## config.mk

```make
export PLATFORM = sky130hd
export DESIGN_NAME = pbio_port
export DESIGN_NICKNAME = d
export VERILOG_FILES = /design/src/rtl/pbio_pkg.sv /design/src/rtl/pbio_port.sv
export VERILOG_INCLUDE_DIRS = /design/src /design/src/rtl
export SDC_FILE = /design/constraint.sdc
export NUM_CORES = 1
export LEC_CHECK = 0
export BUFFER_PORTS_ARGS = -buffer_cell sky130_fd_sc_hd__buf_2
export CORE_ASPECT_RATIO = 2
export CORE_MARGIN = 1.5
export CORE_UTILIZATION = 48
export DETAILED_ROUTE_END_ITERATION = 8
export GPL_TIMING_DRIVEN = 0
export HOLD_SLACK_MARGIN = 0.15
export PLACE_DENSITY = 0.81
export SLEW_MARGIN = 20
export SYNTH_ARGS = -nofsm -noshare
export SYNTH_HDL_FRONTEND = slang
export SYNTH_SLANG_ARGS = --single-unit
```

## constraint.sdc

```tcl
create_clock -name mclk -period 2.7 [get_ports mclk]
set_clock_uncertainty 0.2 [all_clocks]
set_input_delay 0.27 -clock mclk [delete_from_list [all_inputs] [get_ports mclk]]
set_output_delay 0.27 -clock mclk [all_outputs]
set_load 0.02 [all_outputs]
```

## src/rtl/pbio_consts.svh

```systemverilog
// Purpose: offsets, field positions, reset values and timing counts of the port block
// Assumes: 32-bit ahb-lite register bus, one word per register
// Notes: included by the port module and its checker
`ifndef PBIO_CONSTS_SVH
`define PBIO_CONSTS_SVH

`define PBIO_OFS_PIN_VALUE 12'h000
`define PBIO_OFS_OUT_LATCH 12'h004
`define PBIO_OFS_DIRECTION 12'h008
`define PBIO_OFS_MAIN_IRQ 12'h00c
`define PBIO_OFS_SECOND_IRQ 12'h010
`define PBIO_OFS_ALT_CTRL 12'h014
`define PBIO_OFS_IRQ_STATUS 12'h018
`define PBIO_OFS_IRQ_MASK 12'h01c

`define PBIO_BIT_PULLUP_DIS_N 7
`define PBIO_BIT_CHANGE_FLAG 0
`define PBIO_BIT_ALT_CMP 0
`define PBIO_BIT_ALT_PWM 1
`define PBIO_BIT_ALT_TRI 2
`define PBIO_BIT_ALT_CAN 3
`define PBIO_BIT_ST_CHANGE 0
`define PBIO_BIT_ST_PWM_SD 1

`define PBIO_RST_DIRECTION 8'hff
`define PBIO_RST_OUT_LATCH 8'h00
`define PBIO_RST_SECOND_IRQ 8'h80
`define PBIO_RST_ALT_CTRL 4'h0

`define PBIO_INSTR_CYCLE_NS 8
`define PBIO_CLK_PERIOD_NS 8
`define PBIO_INSTR_CYCLES ((`PBIO_INSTR_CYCLE_NS + `PBIO_CLK_PERIOD_NS - 1) / `PBIO_CLK_PERIOD_NS)

`endif

```

## src/rtl/pbio_pkg.sv

```systemverilog
// Purpose: shared types of the port block
// Assumes: constants come from pbio_consts.svh
// Notes: types only
package pbio_pkg;
   typedef logic [7:0] pbio_byte_t;
   typedef logic [31:0] pbio_word_t;
   typedef logic [1:0] pbio_trans_t;
   typedef enum logic [1:0] {
      pbio_idle_t_val = 2'b01,
      pbio_data_t_val = 2'b10
   } pbio_phase_t;
endpackage : pbio_pkg

```

## src/rtl/pbio_port.sv

```systemverilog
// Purpose: eight-pin bidirectional port with upper nibble change detect, on ahb-lite
// Assumes: one clock mclk at 125 MHz, async active-high reset, pins sampled through three flops
// Notes: one instruction cycle is taken as one mclk period
// Functional notes
// - eight pins, each usable as digital input or output.
// - direction 0 drives latch onto pin, 1 makes pin an input.
// - reading pin value register returns pin levels for input pins.
// - clearing shared bit 7 of second irq register enables all pull-ups.
// - pull-up forced off on any pin set as output.
// - pull-up control resets inactive, so pull-ups off after reset.
// - change detect on upper four pins only, and only when inputs.
// - each port read snapshots upper pins; inputs compared against snapshot.
// - mismatches ORed to set change flag at bit 0 of main irq register.
// - change condition drives a wake request out of low-power modes.
// - mismatch keeps setting flag; clearable one instruction cycle after read.
// - enabled comparator output drives its pin instead of latch data.
// - pwm pins go high impedance on shutdown when tri-state configured.
// - can select routes transmit to pin 2 and receive from pin 3.
`timescale 1ns/100ps
`include "pbio_consts.svh"

module pbio_port #(
   parameter int WIDTH = 8,
   parameter int INSTR_CYCLES = `PBIO_INSTR_CYCLES
) (
   // clock, reset, enable
   input wire logic mclk,
   input wire logic sys_rst,
   input wire logic clk_en,
   // ahb-lite slave
   input wire logic hsel,
   input wire logic [11:0] haddr,
   input wire pbio_pkg::pbio_trans_t htrans,
   input wire logic hwrite,
   input wire logic [2:0] hsize,
   input wire pbio_pkg::pbio_word_t hwdata,
   input wire logic hready,
   output pbio_pkg::pbio_word_t hrdata,
   output logic hreadyout,
   output logic hresp,
   // pins
   input wire logic [WIDTH-1:0] pin_in,
   output logic [WIDTH-1:0] pin_out,
   output logic [WIDTH-1:0] pin_oe,
   output logic [WIDTH-1:0] pullup_en,
   // alternate functions
   input wire logic comparator_one_out,
   input wire logic [3:0] pwm_out,
   input wire logic pwm_shutdown,
   input wire logic can_transmit_out,
   output logic can_receive_in,
   // events
   output logic irq,
   output logic wake_req
);
   import pbio_pkg::*;

   // bus state
   pbio_phase_t phase_ff;
   logic [11:0] addr_ff;
   logic write_ff;
   // registers
   logic [WIDTH-1:0] latch_ff;
   logic [WIDTH-1:0] dir_ff;
   logic pullup_dis_n_ff;
   logic [3:0] alt_ff;
   logic change_flag_ff;
   logic [1:0] irq_status_ff;
   logic [1:0] irq_mask_ff;
   logic [3:0] snap_ff;
   logic [7:0] hold_cnt_ff;
   logic pwm_sd_ff;
   pbio_word_t rdata_ff;
   // synchroniser stages
   logic [WIDTH-1:0] sync1_ff;
   logic [WIDTH-1:0] sync2_ff;
   logic [WIDTH-1:0] sync3_ff;
   logic [WIDTH-1:0] pin_lvl_ff;

   logic addr_phase;
   logic wr_en;
   logic rd_en;
   logic port_rd;
   logic port_access;
   logic [3:0] mismatch;
   logic change_any;
   logic [WIDTH-1:0] drive_val;
   logic [WIDTH-1:0] drive_en;
   logic [WIDTH-1:0] rd_pins;
   pbio_word_t nxt_rdata;
   // write decode and forwarded register values for a read right behind a write
   logic wr_latch;
   logic wr_dir;
   logic wr_second;
   logic wr_alt;
   logic wr_mask;
   logic wr_status;
   logic wr_main;
   logic [WIDTH-1:0] fwd_latch;
   logic [WIDTH-1:0] fwd_dir;
   logic fwd_pullup_dis_n;
   logic [3:0] fwd_alt;
   logic [1:0] fwd_mask;
   logic [1:0] fwd_status;
   logic fwd_flag;

   assign addr_phase = hsel && hready && htrans[1];
   assign wr_en = (phase_ff == pbio_data_t_val) && write_ff;
   assign rd_en = addr_phase && !hwrite;
   assign port_rd = rd_en && (haddr == `PBIO_OFS_PIN_VALUE);
   // a write to the pin value register or the latch also restarts the clear hold-off
   assign port_access = port_rd || (wr_en && (addr_ff == `PBIO_OFS_PIN_VALUE ||
                                              addr_ff == `PBIO_OFS_OUT_LATCH));

   assign hreadyout = 1'b1;
   assign hresp = 1'b0;
   assign hrdata = rdata_ff;

   // address phase capture; slave is zero wait state
   always_ff @(posedge mclk or posedge sys_rst) begin
      if (sys_rst) begin
         phase_ff <= pbio_idle_t_val;
         addr_ff <= 12'h000;
         write_ff <= 1'b0;
      end else if (clk_en && hready) begin
         phase_ff <= addr_phase ? pbio_data_t_val : pbio_idle_t_val;
         addr_ff <= haddr;
         write_ff <= hwrite;
      end
   end

   // three-stage sampler; second and third must agree before a level counts
   always_ff @(posedge mclk or posedge sys_rst) begin
      if (sys_rst) begin
         sync1_ff <= '0;
         sync2_ff <= '0;
         sync3_ff <= '0;
         pin_lvl_ff <= '0;
      end else if (clk_en) begin
         sync1_ff <= pin_in;
         sync2_ff <= sync1_ff;
         sync3_ff <= sync2_ff;
         for (int i = 0; i < WIDTH; i++) begin
            if (sync2_ff[i] == sync3_ff[i]) begin
               pin_lvl_ff[i] <= sync3_ff[i];
            end
         end
      end
   end

   // latch, direction, pull-up control, alternate select
   always_ff @(posedge mclk or posedge sys_rst) begin
      if (sys_rst) begin
         latch_ff <= `PBIO_RST_OUT_LATCH;
         dir_ff <= `PBIO_RST_DIRECTION;
         pullup_dis_n_ff <= 1'b1;
         alt_ff <= `PBIO_RST_ALT_CTRL;
         irq_mask_ff <= 2'b00;
      end else if (clk_en && wr_en) begin
         if (addr_ff == `PBIO_OFS_PIN_VALUE || addr_ff == `PBIO_OFS_OUT_LATCH) begin
            latch_ff <= hwdata[WIDTH-1:0];
         end else if (addr_ff == `PBIO_OFS_DIRECTION) begin
            dir_ff <= hwdata[WIDTH-1:0];
         end else if (addr_ff == `PBIO_OFS_SECOND_IRQ) begin
            pullup_dis_n_ff <= hwdata[`PBIO_BIT_PULLUP_DIS_N];
         end else if (addr_ff == `PBIO_OFS_ALT_CTRL) begin
            alt_ff <= hwdata[3:0];
         end else if (addr_ff == `PBIO_OFS_IRQ_MASK) begin
            irq_mask_ff <= hwdata[1:0];
         end
      end
   end

   // per-pin compare of the upper nibble against the read snapshot
   generate
      for (genvar g = 0; g < 4; g++) begin : g_cmp
         assign mismatch[g] = dir_ff[g+4] && (pin_lvl_ff[g+4] != snap_ff[g]);
      end
   endgenerate
   assign change_any = |mismatch;
   assign wake_req = change_any;

   // snapshot on each pin value read; blanking counter holds off the clear for one cycle
   always_ff @(posedge mclk or posedge sys_rst) begin
      if (sys_rst) begin
         snap_ff <= 4'h0;
         hold_cnt_ff <= 8'h00;
      end else if (clk_en) begin
         if (port_rd) begin
            snap_ff <= pin_lvl_ff[7:4];
         end
         if (port_access) begin
            hold_cnt_ff <= 8'(INSTR_CYCLES);
         end else if (hold_cnt_ff != 8'h00) begin
            hold_cnt_ff <= hold_cnt_ff - 8'h01;
         end
      end
   end

   // change flag: set wins over clear, clear refused during the hold-off
   always_ff @(posedge mclk or posedge sys_rst) begin
      if (sys_rst) begin
         change_flag_ff <= 1'b0;
      end else if (clk_en) begin
         if (change_any) begin
            change_flag_ff <= 1'b1;
         end else if (wr_en && addr_ff == `PBIO_OFS_MAIN_IRQ && hold_cnt_ff == 8'h00 &&
                      !hwdata[`PBIO_BIT_CHANGE_FLAG]) begin
            change_flag_ff <= 1'b0;
         end
      end
   end

   // sticky status, write one to clear, set wins
   always_ff @(posedge mclk or posedge sys_rst) begin
      if (sys_rst) begin
         irq_status_ff <= 2'b00;
         pwm_sd_ff <= 1'b0;
      end else if (clk_en) begin
         pwm_sd_ff <= pwm_shutdown;
         for (int i = 0; i < 2; i++) begin
            if (wr_en && addr_ff == `PBIO_OFS_IRQ_STATUS && hwdata[i]) begin
               irq_status_ff[i] <= 1'b0;
            end
         end
         if (change_any) begin
            irq_status_ff[`PBIO_BIT_ST_CHANGE] <= 1'b1;
         end
         if (pwm_shutdown && !pwm_sd_ff) begin
            irq_status_ff[`PBIO_BIT_ST_PWM_SD] <= 1'b1;
         end
      end
   end
   assign irq = |(irq_status_ff & irq_mask_ff);

   // pin drive with alternate function priority
   always_comb begin
      drive_val = latch_ff;
      drive_en = ~dir_ff;
      if (alt_ff[`PBIO_BIT_ALT_PWM]) begin
         drive_val[4] = pwm_out[0];
         drive_val[3:1] = pwm_out[3:1];
         if (pwm_shutdown && alt_ff[`PBIO_BIT_ALT_TRI]) begin
            drive_en[4] = 1'b0;
            drive_en[3:1] = 3'b000;
         end
      end
      if (alt_ff[`PBIO_BIT_ALT_CMP]) begin
         drive_val[2] = comparator_one_out;
      end
      if (alt_ff[`PBIO_BIT_ALT_CAN]) begin
         drive_val[2] = can_transmit_out;
         drive_en[2] = 1'b1;
         drive_en[3] = 1'b0;
      end
   end

   assign pin_out = drive_val;
   assign pin_oe = drive_en;
   // a pin forced to drive by an alternate function loses its pull-up as well
   assign pullup_en = {WIDTH{~pullup_dis_n_ff}} & dir_ff & ~drive_en;
   assign can_receive_in = alt_ff[`PBIO_BIT_ALT_CAN] ? pin_lvl_ff[3] : 1'b1;

   // data-phase write decode; the latch is reached through both the pin value and the latch offsets
   always_comb begin
      wr_latch = 1'b0;
      wr_dir = 1'b0;
      wr_second = 1'b0;
      wr_alt = 1'b0;
      wr_mask = 1'b0;
      wr_status = 1'b0;
      wr_main = 1'b0;
      if (wr_en) begin
         if (addr_ff == `PBIO_OFS_PIN_VALUE || addr_ff == `PBIO_OFS_OUT_LATCH) begin
            wr_latch = 1'b1;
         end else if (addr_ff == `PBIO_OFS_DIRECTION) begin
            wr_dir = 1'b1;
         end else if (addr_ff == `PBIO_OFS_SECOND_IRQ) begin
            wr_second = 1'b1;
         end else if (addr_ff == `PBIO_OFS_ALT_CTRL) begin
            wr_alt = 1'b1;
         end else if (addr_ff == `PBIO_OFS_IRQ_MASK) begin
            wr_mask = 1'b1;
         end else if (addr_ff == `PBIO_OFS_IRQ_STATUS) begin
            wr_status = 1'b1;
         end else if (addr_ff == `PBIO_OFS_MAIN_IRQ) begin
            wr_main = 1'b1;
         end
      end
   end

   // a read taken while a write is still in its data phase sees the written value, not the old one
   always_comb begin
      fwd_latch = latch_ff;
      fwd_dir = dir_ff;
      fwd_pullup_dis_n = pullup_dis_n_ff;
      fwd_alt = alt_ff;
      fwd_mask = irq_mask_ff;
      fwd_status = irq_status_ff;
      fwd_flag = change_flag_ff;
      if (wr_latch) begin
         fwd_latch = hwdata[WIDTH-1:0];
      end
      if (wr_dir) begin
         fwd_dir = hwdata[WIDTH-1:0];
      end
      if (wr_second) begin
         fwd_pullup_dis_n = hwdata[`PBIO_BIT_PULLUP_DIS_N];
      end
      if (wr_alt) begin
         fwd_alt = hwdata[3:0];
      end
      if (wr_mask) begin
         fwd_mask = hwdata[1:0];
      end
      // a status bit set in the same cycle shows on the following read
      if (wr_status) begin
         fwd_status = irq_status_ff & ~hwdata[1:0];
      end
      if (wr_main && !change_any && hold_cnt_ff == 8'h00 && !hwdata[`PBIO_BIT_CHANGE_FLAG]) begin
         fwd_flag = 1'b0;
      end
   end

   // input pins read the pin, output pins read the latch
   assign rd_pins = (pin_lvl_ff & fwd_dir) | (fwd_latch & ~fwd_dir);

   always_comb begin
      nxt_rdata = 32'h0000_0000;
      if (haddr == `PBIO_OFS_PIN_VALUE) begin
         nxt_rdata[WIDTH-1:0] = rd_pins;
      end else if (haddr == `PBIO_OFS_OUT_LATCH) begin
         nxt_rdata[WIDTH-1:0] = fwd_latch;
      end else if (haddr == `PBIO_OFS_DIRECTION) begin
         nxt_rdata[WIDTH-1:0] = fwd_dir;
      end else if (haddr == `PBIO_OFS_MAIN_IRQ) begin
         nxt_rdata[`PBIO_BIT_CHANGE_FLAG] = fwd_flag;
      end else if (haddr == `PBIO_OFS_SECOND_IRQ) begin
         nxt_rdata[`PBIO_BIT_PULLUP_DIS_N] = fwd_pullup_dis_n;
      end else if (haddr == `PBIO_OFS_ALT_CTRL) begin
         nxt_rdata[3:0] = fwd_alt;
      end else if (haddr == `PBIO_OFS_IRQ_STATUS) begin
         nxt_rdata[1:0] = fwd_status;
      end else if (haddr == `PBIO_OFS_IRQ_MASK) begin
         nxt_rdata[1:0] = fwd_mask;
      end
   end

   // read data captured at the address phase, stands in the data phase
   always_ff @(posedge mclk or posedge sys_rst) begin
      if (sys_rst) begin
         rdata_ff <= 32'h0000_0000;
      end else if (clk_en && rd_en) begin
         rdata_ff <= nxt_rdata;
      end
   end

endmodule : pbio_port

```

After elaboration in Yosys (flattened, before gate mapping)
Cells that the tools add are included.
{"block": "totals", "regBits": 94, "inputBits": 70, "out_inout_bits": 61, "word_cells": 200}
{"block": "classes", "n_addsub": 1, "n_eq_ne": 27, "mux": 72, "n_bitwise": 16, "n_reduce_logical": 58}
{"op": "$eq 12x5->1 const B", "count": 8}
{"op": "$mux 1", "count": 50}
{"op": "$eq 12x4->1 const B", "count": 4}
{"op": "$mux 8", "count": 6}
{"op": "$and 8x8->8", "count": 4}
{"op": "$reduce_and 2->1", "count": 14}
{"op": "$eq 12x3->1 const B", "count": 2}
{"op": "$logic_and 1x1->1", "count": 24}
{"op": "$logic_not 12->1", "count": 2}
{"op": "$mux 4", "count": 6}
{"op": "$not 8->8", "count": 3}
{"op": "$mux 2", "count": 8}
{"op": "$eq 1x1->1", "count": 8}
{"op": "$logic_not 8->1", "count": 1}
{"op": "$or 8x8->8", "count": 1}
{"op": "$reduce_bool 2->1", "count": 4}
{"op": "$reduce_bool 8->1", "count": 1}
{"op": "$sub 8x1->8 const B", "count": 1}
{"op": "$mux 3", "count": 2}
{"op": "$reduce_and 6->1", "count": 1}
{"op": "$not 1->1", "count": 5}
{"op": "$reduce_and 5->1", "count": 1}
{"op": "$and 2x2->2", "count": 2}
{"op": "$logic_not 1->1", "count": 4}
{"op": "other kinds (8)", "count": 12}

Longest topological paths before layout
Gate-level depths: netlist (run 1).
{"block": "depth", "word_depth": 17, "mapped_depth": 8, "depth_no_buf": 8}

Worst setup path after synthesis (run 1)
Ideal clock, no wire load.
{"block": "synth_timing", "path_type": "flip-flop to flip-flop", "startpoint": "register addr_ff[5]", "endpoint": "register rdata_ff[7] (netlist: hrdata[7])", "setup_time_ps": 126, "arrival_time_ps": 1965, "required_ps": 2374, "slack_ps": 409, "path_stages_with_launch": 7, "n_path_buf": 1, "period_less_slack_ps": 2291, "path_cell_list": "dfrtp_1 nor4_4 nand4_1 buf_2 mux2i_1 o221a_2 o32a_1"}
{"block": "synth_via", "elab_chain_cells": 11, "elab_cells_between_ends": 26, "classes_between": "3 x eq/ne; 17 x mux; 4 x bitwise; 2 x reduce/logical"}
{"item": "from (decl)", "line_no": "pbio_port.sv:60", "text": "logic [11:0] addr_ff;"}
{"item": "from (signal assigned)", "line_no": "pbio_port.sv:127", "text": "addr_ff <= haddr;"}
{"item": "$eq 12x5->1 (no line)"}
{"item": "$mux 1", "line_no": "pbio_port.sv:278", "text": "end else if (addr_ff == `PBIO_OFS_SECOND_IRQ) begin"}
{"item": "$mux 1", "line_no": "pbio_port.sv:276", "text": "end else if (addr_ff == `PBIO_OFS_DIRECTION) begin"}
{"item": "$mux 1", "line_no": "pbio_port.sv:274", "text": "if (addr_ff == `PBIO_OFS_PIN_VALUE || addr_ff == `PBIO_OFS_OUT_LATCH) begin"}
{"item": "$mux 1", "line_no": "pbio_port.sv:273", "text": "if (wr_en) begin"}
{"item": "$mux 1", "line_no": "pbio_port.sv:307", "text": "if (wr_second) begin"}
{"item": "$mux 1", "line_no": "pbio_port.sv:338", "text": "end else if (haddr == `PBIO_OFS_SECOND_IRQ) begin"}
{"item": "$mux 1", "line_no": "pbio_port.sv:336", "text": "end else if (haddr == `PBIO_OFS_MAIN_IRQ) begin"}
{"item": "$mux 1", "line_no": "pbio_port.sv:334", "text": "end else if (haddr == `PBIO_OFS_DIRECTION) begin"}
{"item": "$mux 8", "line_no": "pbio_port.sv:332", "text": "end else if (haddr == `PBIO_OFS_OUT_LATCH) begin"}
{"item": "$mux 8 *", "line_no": "pbio_port.sv:330", "text": "if (haddr == `PBIO_OFS_PIN_VALUE) begin"}
{"item": "to (signal assigned)", "line_no": "pbio_port.sv:354", "text": "rdata_ff <= nxt_rdata;"}
{"item": "to (decl)", "line_no": "pbio_port.sv:73", "text": "pbio_word_t rdata_ff;"}
Every way passes the cells marked *; elsewhere a longest branch is shown, timed or not.
A chain may end at the register's enable or synchronous reset.

Worst setup path after layout (run 1)
{"block": "layout_timing", "startpoint": "input port haddr[0]", "endpoint": "register rdata_ff[0] (netlist: hrdata[0])"}
{"block": "layout_via", "elab_chain_cells": 9, "elab_cells_between_ends": 16, "classes_between": "7 x eq/ne; 8 x mux; 1 x reduce/logical"}
{"item": "from (decl)", "line_no": "pbio_port.sv:32", "text": "input wire logic [11:0] haddr,"}
{"item": "$eq 12x5->1 (no line)"}
{"item": "$mux 2", "line_no": "pbio_port.sv:344", "text": "end else if (haddr == `PBIO_OFS_IRQ_MASK) begin"}
{"item": "$mux 2", "line_no": "pbio_port.sv:342", "text": "end else if (haddr == `PBIO_OFS_IRQ_STATUS) begin"}
{"item": "$mux 2", "line_no": "pbio_port.sv:340", "text": "end else if (haddr == `PBIO_OFS_ALT_CTRL) begin"}
{"item": "$mux 4", "line_no": "pbio_port.sv:338"}
{"item": "$mux 1", "line_no": "pbio_port.sv:336"}
{"item": "$mux 4", "line_no": "pbio_port.sv:334"}
{"item": "$mux 8", "line_no": "pbio_port.sv:332"}
{"item": "$mux 8 *", "line_no": "pbio_port.sv:330"}
Marked as above.

==> results.sh, run 1 <==
export IMPL_finalNonFillerCells=772
export IMPL_multi_input_area_sq_mm=0.00250
export IMPL_synthCells=481
export IMPL_hold_viol_final=0
export IMPL_overflow=0
export IMPL_finalSetupViolCount=0
export IMPL_wl_microns=13800
export IMPL_vias_per_cell=5.62
export IMPL_placed_cells=720
export IMPL_grt_pass1_vias=4408
export IMPL_maxSlewViolCount=0
export IMPL_grt_pass1_wl_microns=21600
export IMPL_synth_flop_cell="dfrtp_1"
export IMPL_chipWidth_microns=76.1
export IMPL_netlist_area_sq_mm=0.00512
export IMPL_cts_root_buf="clkbuf_16"
export IMPL_power_density_mw_per_mm2=599
export IMPL_drive_gt1_frac=0.346
export IMPL_fin_nets=701
export IMPL_port_buffers=76
export IMPL_cts_reportedPaths_clkPinSlew_ns=0.07
export IMPL_post_route_util=0.618
export IMPL_crit_start="haddr[0]"
export IMPL_cts_path_max_buffers=2
export IMPL_fill_cells=882
export IMPL_dpl_cell_area_sq_mm=0.00581
export IMPL_ys_warnings_count=0
export IMPL_cts_max_level=3
export IMPL_cts_buffers=9
export IMPL_synthArstFlopShare=1.00
export IMPL_worst_pin_slew_ns=0.740
export IMPL_drcViolationCount=0
export IMPL_status="finished, final reports clean"
export IMPL_fmax_ghz=0.383
export IMPL_finalCriticalPeriod_ns=2.61
export IMPL_met2_length_microns=7540
export IMPL_crit_type="in -> reg"
export IMPL_crit_path_start_kind="input port"
export IMPL_ir_worst_vdd_mv=0.447
export IMPL_die_area_sq_mm=0.0113
export IMPL_clk_latency_ns=0.35
export IMPL_hpwl_microns=10000
export IMPL_synth_edf_count=0
export IMPL_cts_sinks=94
export IMPL_grt_total_usage=0.248
export IMPL_grt_max_degree=38
export IMPL_end_kind="flop"
export IMPL_drt_iter0_drc=378
export IMPL_area_growth_syn_to_layout_pct=26.4
export IMPL_cp_max_fo=5
export IMPL_cp_required_ns=2.78
export IMPL_fin_crit_sh=0.966
export IMPL_core_area_sq_mm=0.0105
export IMPL_antenna_found_initial=0
export IMPL_pin_count=131
export IMPL_layout_commonest_cell="dfrtp_1"
export IMPL_synthDistinctLibCells=55
export IMPL_cts_tree="built"
export IMPL_syn_area_per_cell_sq_um=10.7
export IMPL_drt_antenna_violating_nets=0
export IMPL_final_area_sq_mm=0.00648
export IMPL_post_place_ws_ns=-0.0193
export IMPL_cap_violations=0
export IMPL_detailroute_wirelength_met3_microns=776
export IMPL_setup_ws_ns=0.0911
export IMPL_wl_met1_microns=4800
export IMPL_ys_seq_area_frac=0.461
export IMPL_place_congestion=0.962
export IMPL_antennaDiodeCount=0
export IMPL_p_leak_nw=3.07
export IMPL_die_height_microns=149
export IMPL_hold_class="in -> reg"
export IMPL_min_from="hsel"
export IMPL_vias=4338
export IMPL_relSlewSlack=0.507
export IMPL_initial_core_util=0.489
export IMPL_rows=53
export IMPL_layout_common_cells="dfrtp_1, buf_2, mux2_2, buf_4, o21ai_0"
export IMPL_r2r_start="addr_ff[10]"
export IMPL_seqCellArea_sq_mm=0.00236
export IMPL_wl_per_cell_microns=17.8
export IMPL_ys_ff_latch=94
export IMPL_finalHoldWorstSlack_ns=0.212
export IMPL_crit_arrival_ns=2.69
export IMPL_drtPass1Iterations=4
export IMPL_top_layer="met4"
==> state kept, by name (all words and copies together), names as in the netlist, 2 cells and up <==
| register | cells |
|---|---|
| pin_lvl_ff | 8 |
| hrdata | 8 |
| sync1_ff | 8 |
| irq_mask_ff | 2 |
| addr_ff | 12 |
| dir_ff | 8 |
| latch_ff | 8 |
| hold_cnt_ff | 8 |
| snap_ff | 4 |
| phase_ff | 2 |
| sync2_ff | 8 |
| sync3_ff | 8 |
| irq_status_ff | 2 |
| alt_ff | 4 |
==> worst max-delay path, cell delays in order <==
cell	delay [ns]
dlygate4sd3_1	0.55
buf_2	0.15
nor4_4	0.42
and2_1	0.25
or3b_2	0.54
o22ai_1	0.29
nor4bb_2	0.10
o21ai_1	0.12
==> cell usage after synthesis, drive strengths merged, types with 5 or more instances <==
cell	n	area share
buf	37	0.051
dfrtp	84	0.41
a21oi	27	0.029
inv	18	0.013
nor2	32	0.023
nor2b	7	0.0085
nand2	28	0.021
mux2i	22	0.043
o21ai	34	0.033
o22a	9	0.015
nand3	5	0.0049
dfstp	10	0.051
nor3	6	0.0059
nand4	12	0.022
clkbuf	12	0.0088
mux2	60	0.13
nor4	9	0.023
o22ai	6	0.0073
and3	5	0.0061
xnor2	7	0.012
o221ai	6	0.010
==> metrics by stage <==
step	setup TNS (ns)	power (mW)
final	0	3.88
after global routing	-0.00210	4.07
after CTS	0	3.88
after detailed placement	-0.0193	2.56
after global placement	0	2.49
after floorplan	0	2.32
==> cell families after synthesis <==
kind of cell,Yosys count,share of synthesized area
AO/OA/AOI/OAI,100,0.123
XOR/XNOR,11,0.0188
adder cells (fa/ha/maj),1,0.00244
buffers and inverters,67,0.0725
flip-flops,94,0.461
multiplexers,82,0.175
other,2,0.00147
AND/OR/NAND/NOR,124,0.145
==> power breakdown <==
part	internal, mW	total [mW]	switching, mW
Clock	0.747	1.29	0.543
Sequential	1.64	1.87	0.237
Combinational	0.341	0.715	0.374
Total	2.73	3.88	1.15
==> cell type report <==
cell class | instances | share of cell area
flip-flops and latches | 94 | 0.365
well taps | 137 | 0.0265
clock buffers | 12 | 0.0380
inverters | 18 | 0.0110
repair buffers | 114 | 0.119
plain buffers | 49 | 0.0469
multi-input cells | 344 | 0.385
clock inverters | 4 | 0.00830
==> metal layers <==
layer	GRT usage	up-vias
li1	-	1979
met4	0.153	0
met5	0	-
met2	0.460	211
met3	0.0538	50
met1	0.250	2098
==> path summary, 6_finish.rpt <==
check                           cells after the start          endpoint  slack [ns]
worst min-delay path                                3       phase_ff[0]        0.21
worst max-delay path                                8         hrdata[0]        0.09
worst max register to register                      6         hrdata[7]        0.11
worst min register to register                      1  irq_status_ff[1]        0.28
max in group asynchronous                           4         dir_ff[2]        1.26
min in group asynchronous                           3       sync2_ff[0]        0.38
==> timing repair <==
item / in CTS / in global routing
setup buffers: 0 / 4
hold buffers: 32 / 0
setup endpoints to repair: 1 / 11
pin swaps: 0 / 5
resized for setup: 1 / 2
endpoints found under the hold margin: 63 / 0
Power figures use the tool's default switching activity.
==> run 2, diff against run 1 <==
--- a/config.mk
+++ b/config.mk
@@ -6,14 +6,15 @@
 export SDC_FILE = /design/constraint.sdc
 export NUM_CORES = 1
 export LEC_CHECK = 0
+export ABC_AREA = 1
 export BUFFER_PORTS_ARGS = -buffer_cell sky130_fd_sc_hd__buf_2
 export CORE_ASPECT_RATIO = 2
 export CORE_MARGIN = 1.5
-export CORE_UTILIZATION = 48
+export CORE_UTILIZATION = 49
 export DETAILED_ROUTE_END_ITERATION = 8
 export GPL_TIMING_DRIVEN = 0
 export HOLD_SLACK_MARGIN = 0.15
-export PLACE_DENSITY = 0.81
+export PLACE_DENSITY = 0.82
 export SLEW_MARGIN = 20
 export SYNTH_ARGS = -nofsm -noshare
 export SYNTH_HDL_FRONTEND = slang
==> results.sh, run 2 <==
export IMPL_crit_path_start_kind="input port"
export IMPL_area_growth_syn_to_layout_pct=25.5
export IMPL_fin_nets=916
export IMPL_vias_per_cell=5.06
export IMPL_power_density_mw_per_mm2=560
export IMPL_ys_ff_latch=94
export IMPL_cap_violations=0
export IMPL_antennaDiodeCount=0
export IMPL_grt_max_degree=31
export IMPL_relSlewSlack=0.562
export IMPL_ys_seq_area_frac=0.447
export IMPL_switchingPower_mw=1.11
export IMPL_ys_warnings_count=0
export IMPL_antenna_found_initial=0
export IMPL_hold_class="in -> reg"
export IMPL_finalNonFillerCells=987
export IMPL_grt_busiest_layer="met2"
export IMPL_overflow=0
export IMPL_dpl_cell_area_sq_mm=0.00600
export IMPL_seqPwrFrac=0.461
export IMPL_grt_pass1_vias=4902
export IMPL_ir_worst_vdd_mv=0.398
export IMPL_reg2reg_depth=12
export IMPL_rows=53
export IMPL_synth_common_cells="nand2_1, dfrtp_1, inv_1"
export IMPL_vias=4995
export IMPL_hpwl_microns=10800
export IMPL_tns_ns=0
export IMPL_drive_gt1_frac=0.215
export IMPL_synthCells=699
export IMPL_rsz0062_at_grt="no"
export IMPL_core_area_sq_mm=0.0105
export IMPL_power_frac_comb=0.186
export IMPL_cts_max_level=3
export IMPL_layout_common_cells="nand2_1, dfrtp_1, buf_2, inv_1, nor2_1"
export IMPL_cp_required_ns=2.73
export IMPL_max_stage_delay_ns=0.56
export IMPL_seqCellArea_sq_mm=0.00236
export IMPL_crit_type="in -> reg"
export IMPL_yosys_area_top_type_share=0.397
export IMPL_drtPass1Iterations=7
export IMPL_grt_use_met2=0.487
export IMPL_fmax_ghz=0.402
export IMPL_largest_reg_flops=12
export IMPL_finalCriticalPeriod_ns=2.49
export IMPL_cp_depth=9
export IMPL_cts_setup_buffers=0
export IMPL_synthArstFlopShare=1.00
export IMPL_cts_reportedPaths_clkPinSlew_ns=0.07
export IMPL_chipWidth_microns=76.5
export IMPL_layout_commonest_cell="nand2_1"
export IMPL_place_congestion=0.926
export IMPL_status="finished, final reports clean"
export IMPL_die_area_sq_mm=0.0115
export IMPL_synth_flop_cell="dfrtp_1"
export IMPL_p_sw_frac=0.300
export IMPL_wl_microns=13900
export IMPL_fin_crit_sh=0.921
export IMPL_die_height_microns=150
export IMPL_fill_cells=932
export IMPL_netlist_area_sq_mm=0.00529
export IMPL_yosysMostFrequentCell="nand2_1"
export IMPL_initial_core_util=0.502
export IMPL_p_leak_nw=3.34
export IMPL_end_kind="flop"
export IMPL_post_place_ws_ns=0.476
export IMPL_cts_tree="built"
export IMPL_slowest_stage="dlygate4sd3_1"
export IMPL_maxSlewViolCount=0
export IMPL_setup_ws_ns=0.213
export IMPL_drt_antenna_violating_nets=0
export IMPL_drt_iter0_drc=260
export IMPL_clk_latency_ns=0.35
export IMPL_regMostFlops="addr_ff"
export IMPL_placed_cells=938
export IMPL_cp_buffers_inverters=4
export IMPL_yosys_area_top_type="dfrtp_1"
export IMPL_critPathTopFamily="buffers and inverters"
export IMPL_crit_arrival_ns=2.51
export IMPL_hold_depth=4
export IMPL_grt_total_usage=0.251
export IMPL_multi_input_area_sq_mm=0.00237
export IMPL_port_buffers=75
export IMPL_pin_count=131
export IMPL_cts_sinks=94
export IMPL_total_power_mw=3.72
export IMPL_finalSetupViolCount=0
export IMPL_syn_area_per_cell_sq_um=7.57
export IMPL_cts_buffers=9
export IMPL_cp_cell_sequence="dlygate4sd3_1 > buf_2 > nand2_1 > dlygate4sd3_1 > nor2_1 > inv_1 > nor2_2 > nand2_1 > mux2_1"
export IMPL_worst_pin_slew_ns=0.656
export IMPL_cts_root_buf="clkbuf_16"
export IMPL_grt_pass1_wl_microns=22200
export IMPL_synthDistinctLibCells=41
export IMPL_final_area_sq_mm=0.00664
export IMPL_cts_path_max_buffers=2
export IMPL_p_clk_frac=0.354
export IMPL_synth_area_top_cells="dfrtp_1, nand2_1, o21ai_0"
export IMPL_grtUsageMet1=0.235
export IMPL_hold_viol_final=0
export IMPL_drcViolationCount=0
export IMPL_met3_usage=0.0378
export IMPL_cp_max_fo=7
export IMPL_internal_power_mw=2.60
export IMPL_synth_edf_count=0
export IMPL_wl_per_cell_microns=14.1
run 2: changes by cell type in the layout (fill, tap and decap cells not counted), sizes merged, moves of 22 or more:
cell | before | now
mux2i | 22 | 0
mux2 | 60 | 1
nand3 | 5 | 30
nor2 | 32 | 76
o21ai | 34 | 96
nand2 | 28 | 195
inv | 18 | 89
run 2: logic make-up after synthesis:
family,Yosys count,share of synthesized area
AOI/OAI and AO/OA,128,0.131
xor gates and xnor gates,4,0.00662
adders and majority gates,1,0.00236
buffers and inverters,137,0.123
DFF,94,0.447
muxes,1,0.00213
other,2,0.00142
and+or+nand+nor,332,0.286
run 2: per-stage QoR:
stage               hold WS [ns]   util
finish                     0.157  0.630
global route               0.183  0.630
CTS                        0.162  0.630
detailed placement        0.0992  0.569
global placement           0.249  0.563
floorplan                  0.191      -
run 2: path summary, 6_finish.rpt:
kind | startpoint | to | slack [ns]
setup reg to reg | phase_ff[0] | hrdata[3] | 0.45
hold reg to reg | pwm_sd_ff | irq_status_ff[1] | 0.25
min in group asynchronous | sys_rst | irq_status_ff[1] | 0.27
setup / recovery | hsel | snap_ff[2] | 0.21
max in group asynchronous | sys_rst | dir_ff[0] | 1.09
hold / removal | clk_en | hold_cnt_ff[1] | 0.16
run 2: area by class of cell:
class | instances | share of cell area
Tap cell | 137 | 0.0258
Timing Repair Buffer | 111 | 0.116
Multi-Input combinational cell | 492 | 0.357
Inverter | 89 | 0.0516
Clock buffer | 11 | 0.0365
Buffer | 48 | 0.0469
Sequential cell | 94 | 0.356
Clock inverter | 5 | 0.00980
run 2: worst register-to-register path, stage by stage, from the launching register on:
cell and delay [ns]:
dfstp_2 0.52, inv_1 0.04, nand3_1 0.17, inv_2 0.15, nand3_4 0.17, clkinv_4 0.10, buf_6 0.15, o21ai_1 0.20
o21ai_1 0.09, nand2_1 0.06, nand4_1 0.15, nand2_1 0.11, nand2_1 0.05
run 2: what timing repair did:
| action | 4_1_cts | 5_1_grt |
|---|---|---|
| setup endpoints to repair | 0 | 2 |
| endpoints found under the hold margin | 80 | 0 |
| hold buffers | 33 | 0 |
| gates resized for setup | 0 | 1 |
run 2: power groups by stage:
stage	Combinational, mW	Clock [mW]	Sequential (mW)
2_1_floorplan	0.465	0	1.72
3_3_place_gp	0.620	0	1.73
3_5_place_dp	0.649	0	1.74
4_1_cts	0.692	1.32	1.71
5_1_grt	0.779	1.39	1.73
6_report	0.691	1.31	1.71
run 2: per-layer routing:
metal	vias to the layer above	wire length [microns]
met5	-	0
met4	0	856
met3	53	554
met2	164	7750
met1	2309	4760
li1	2469	-
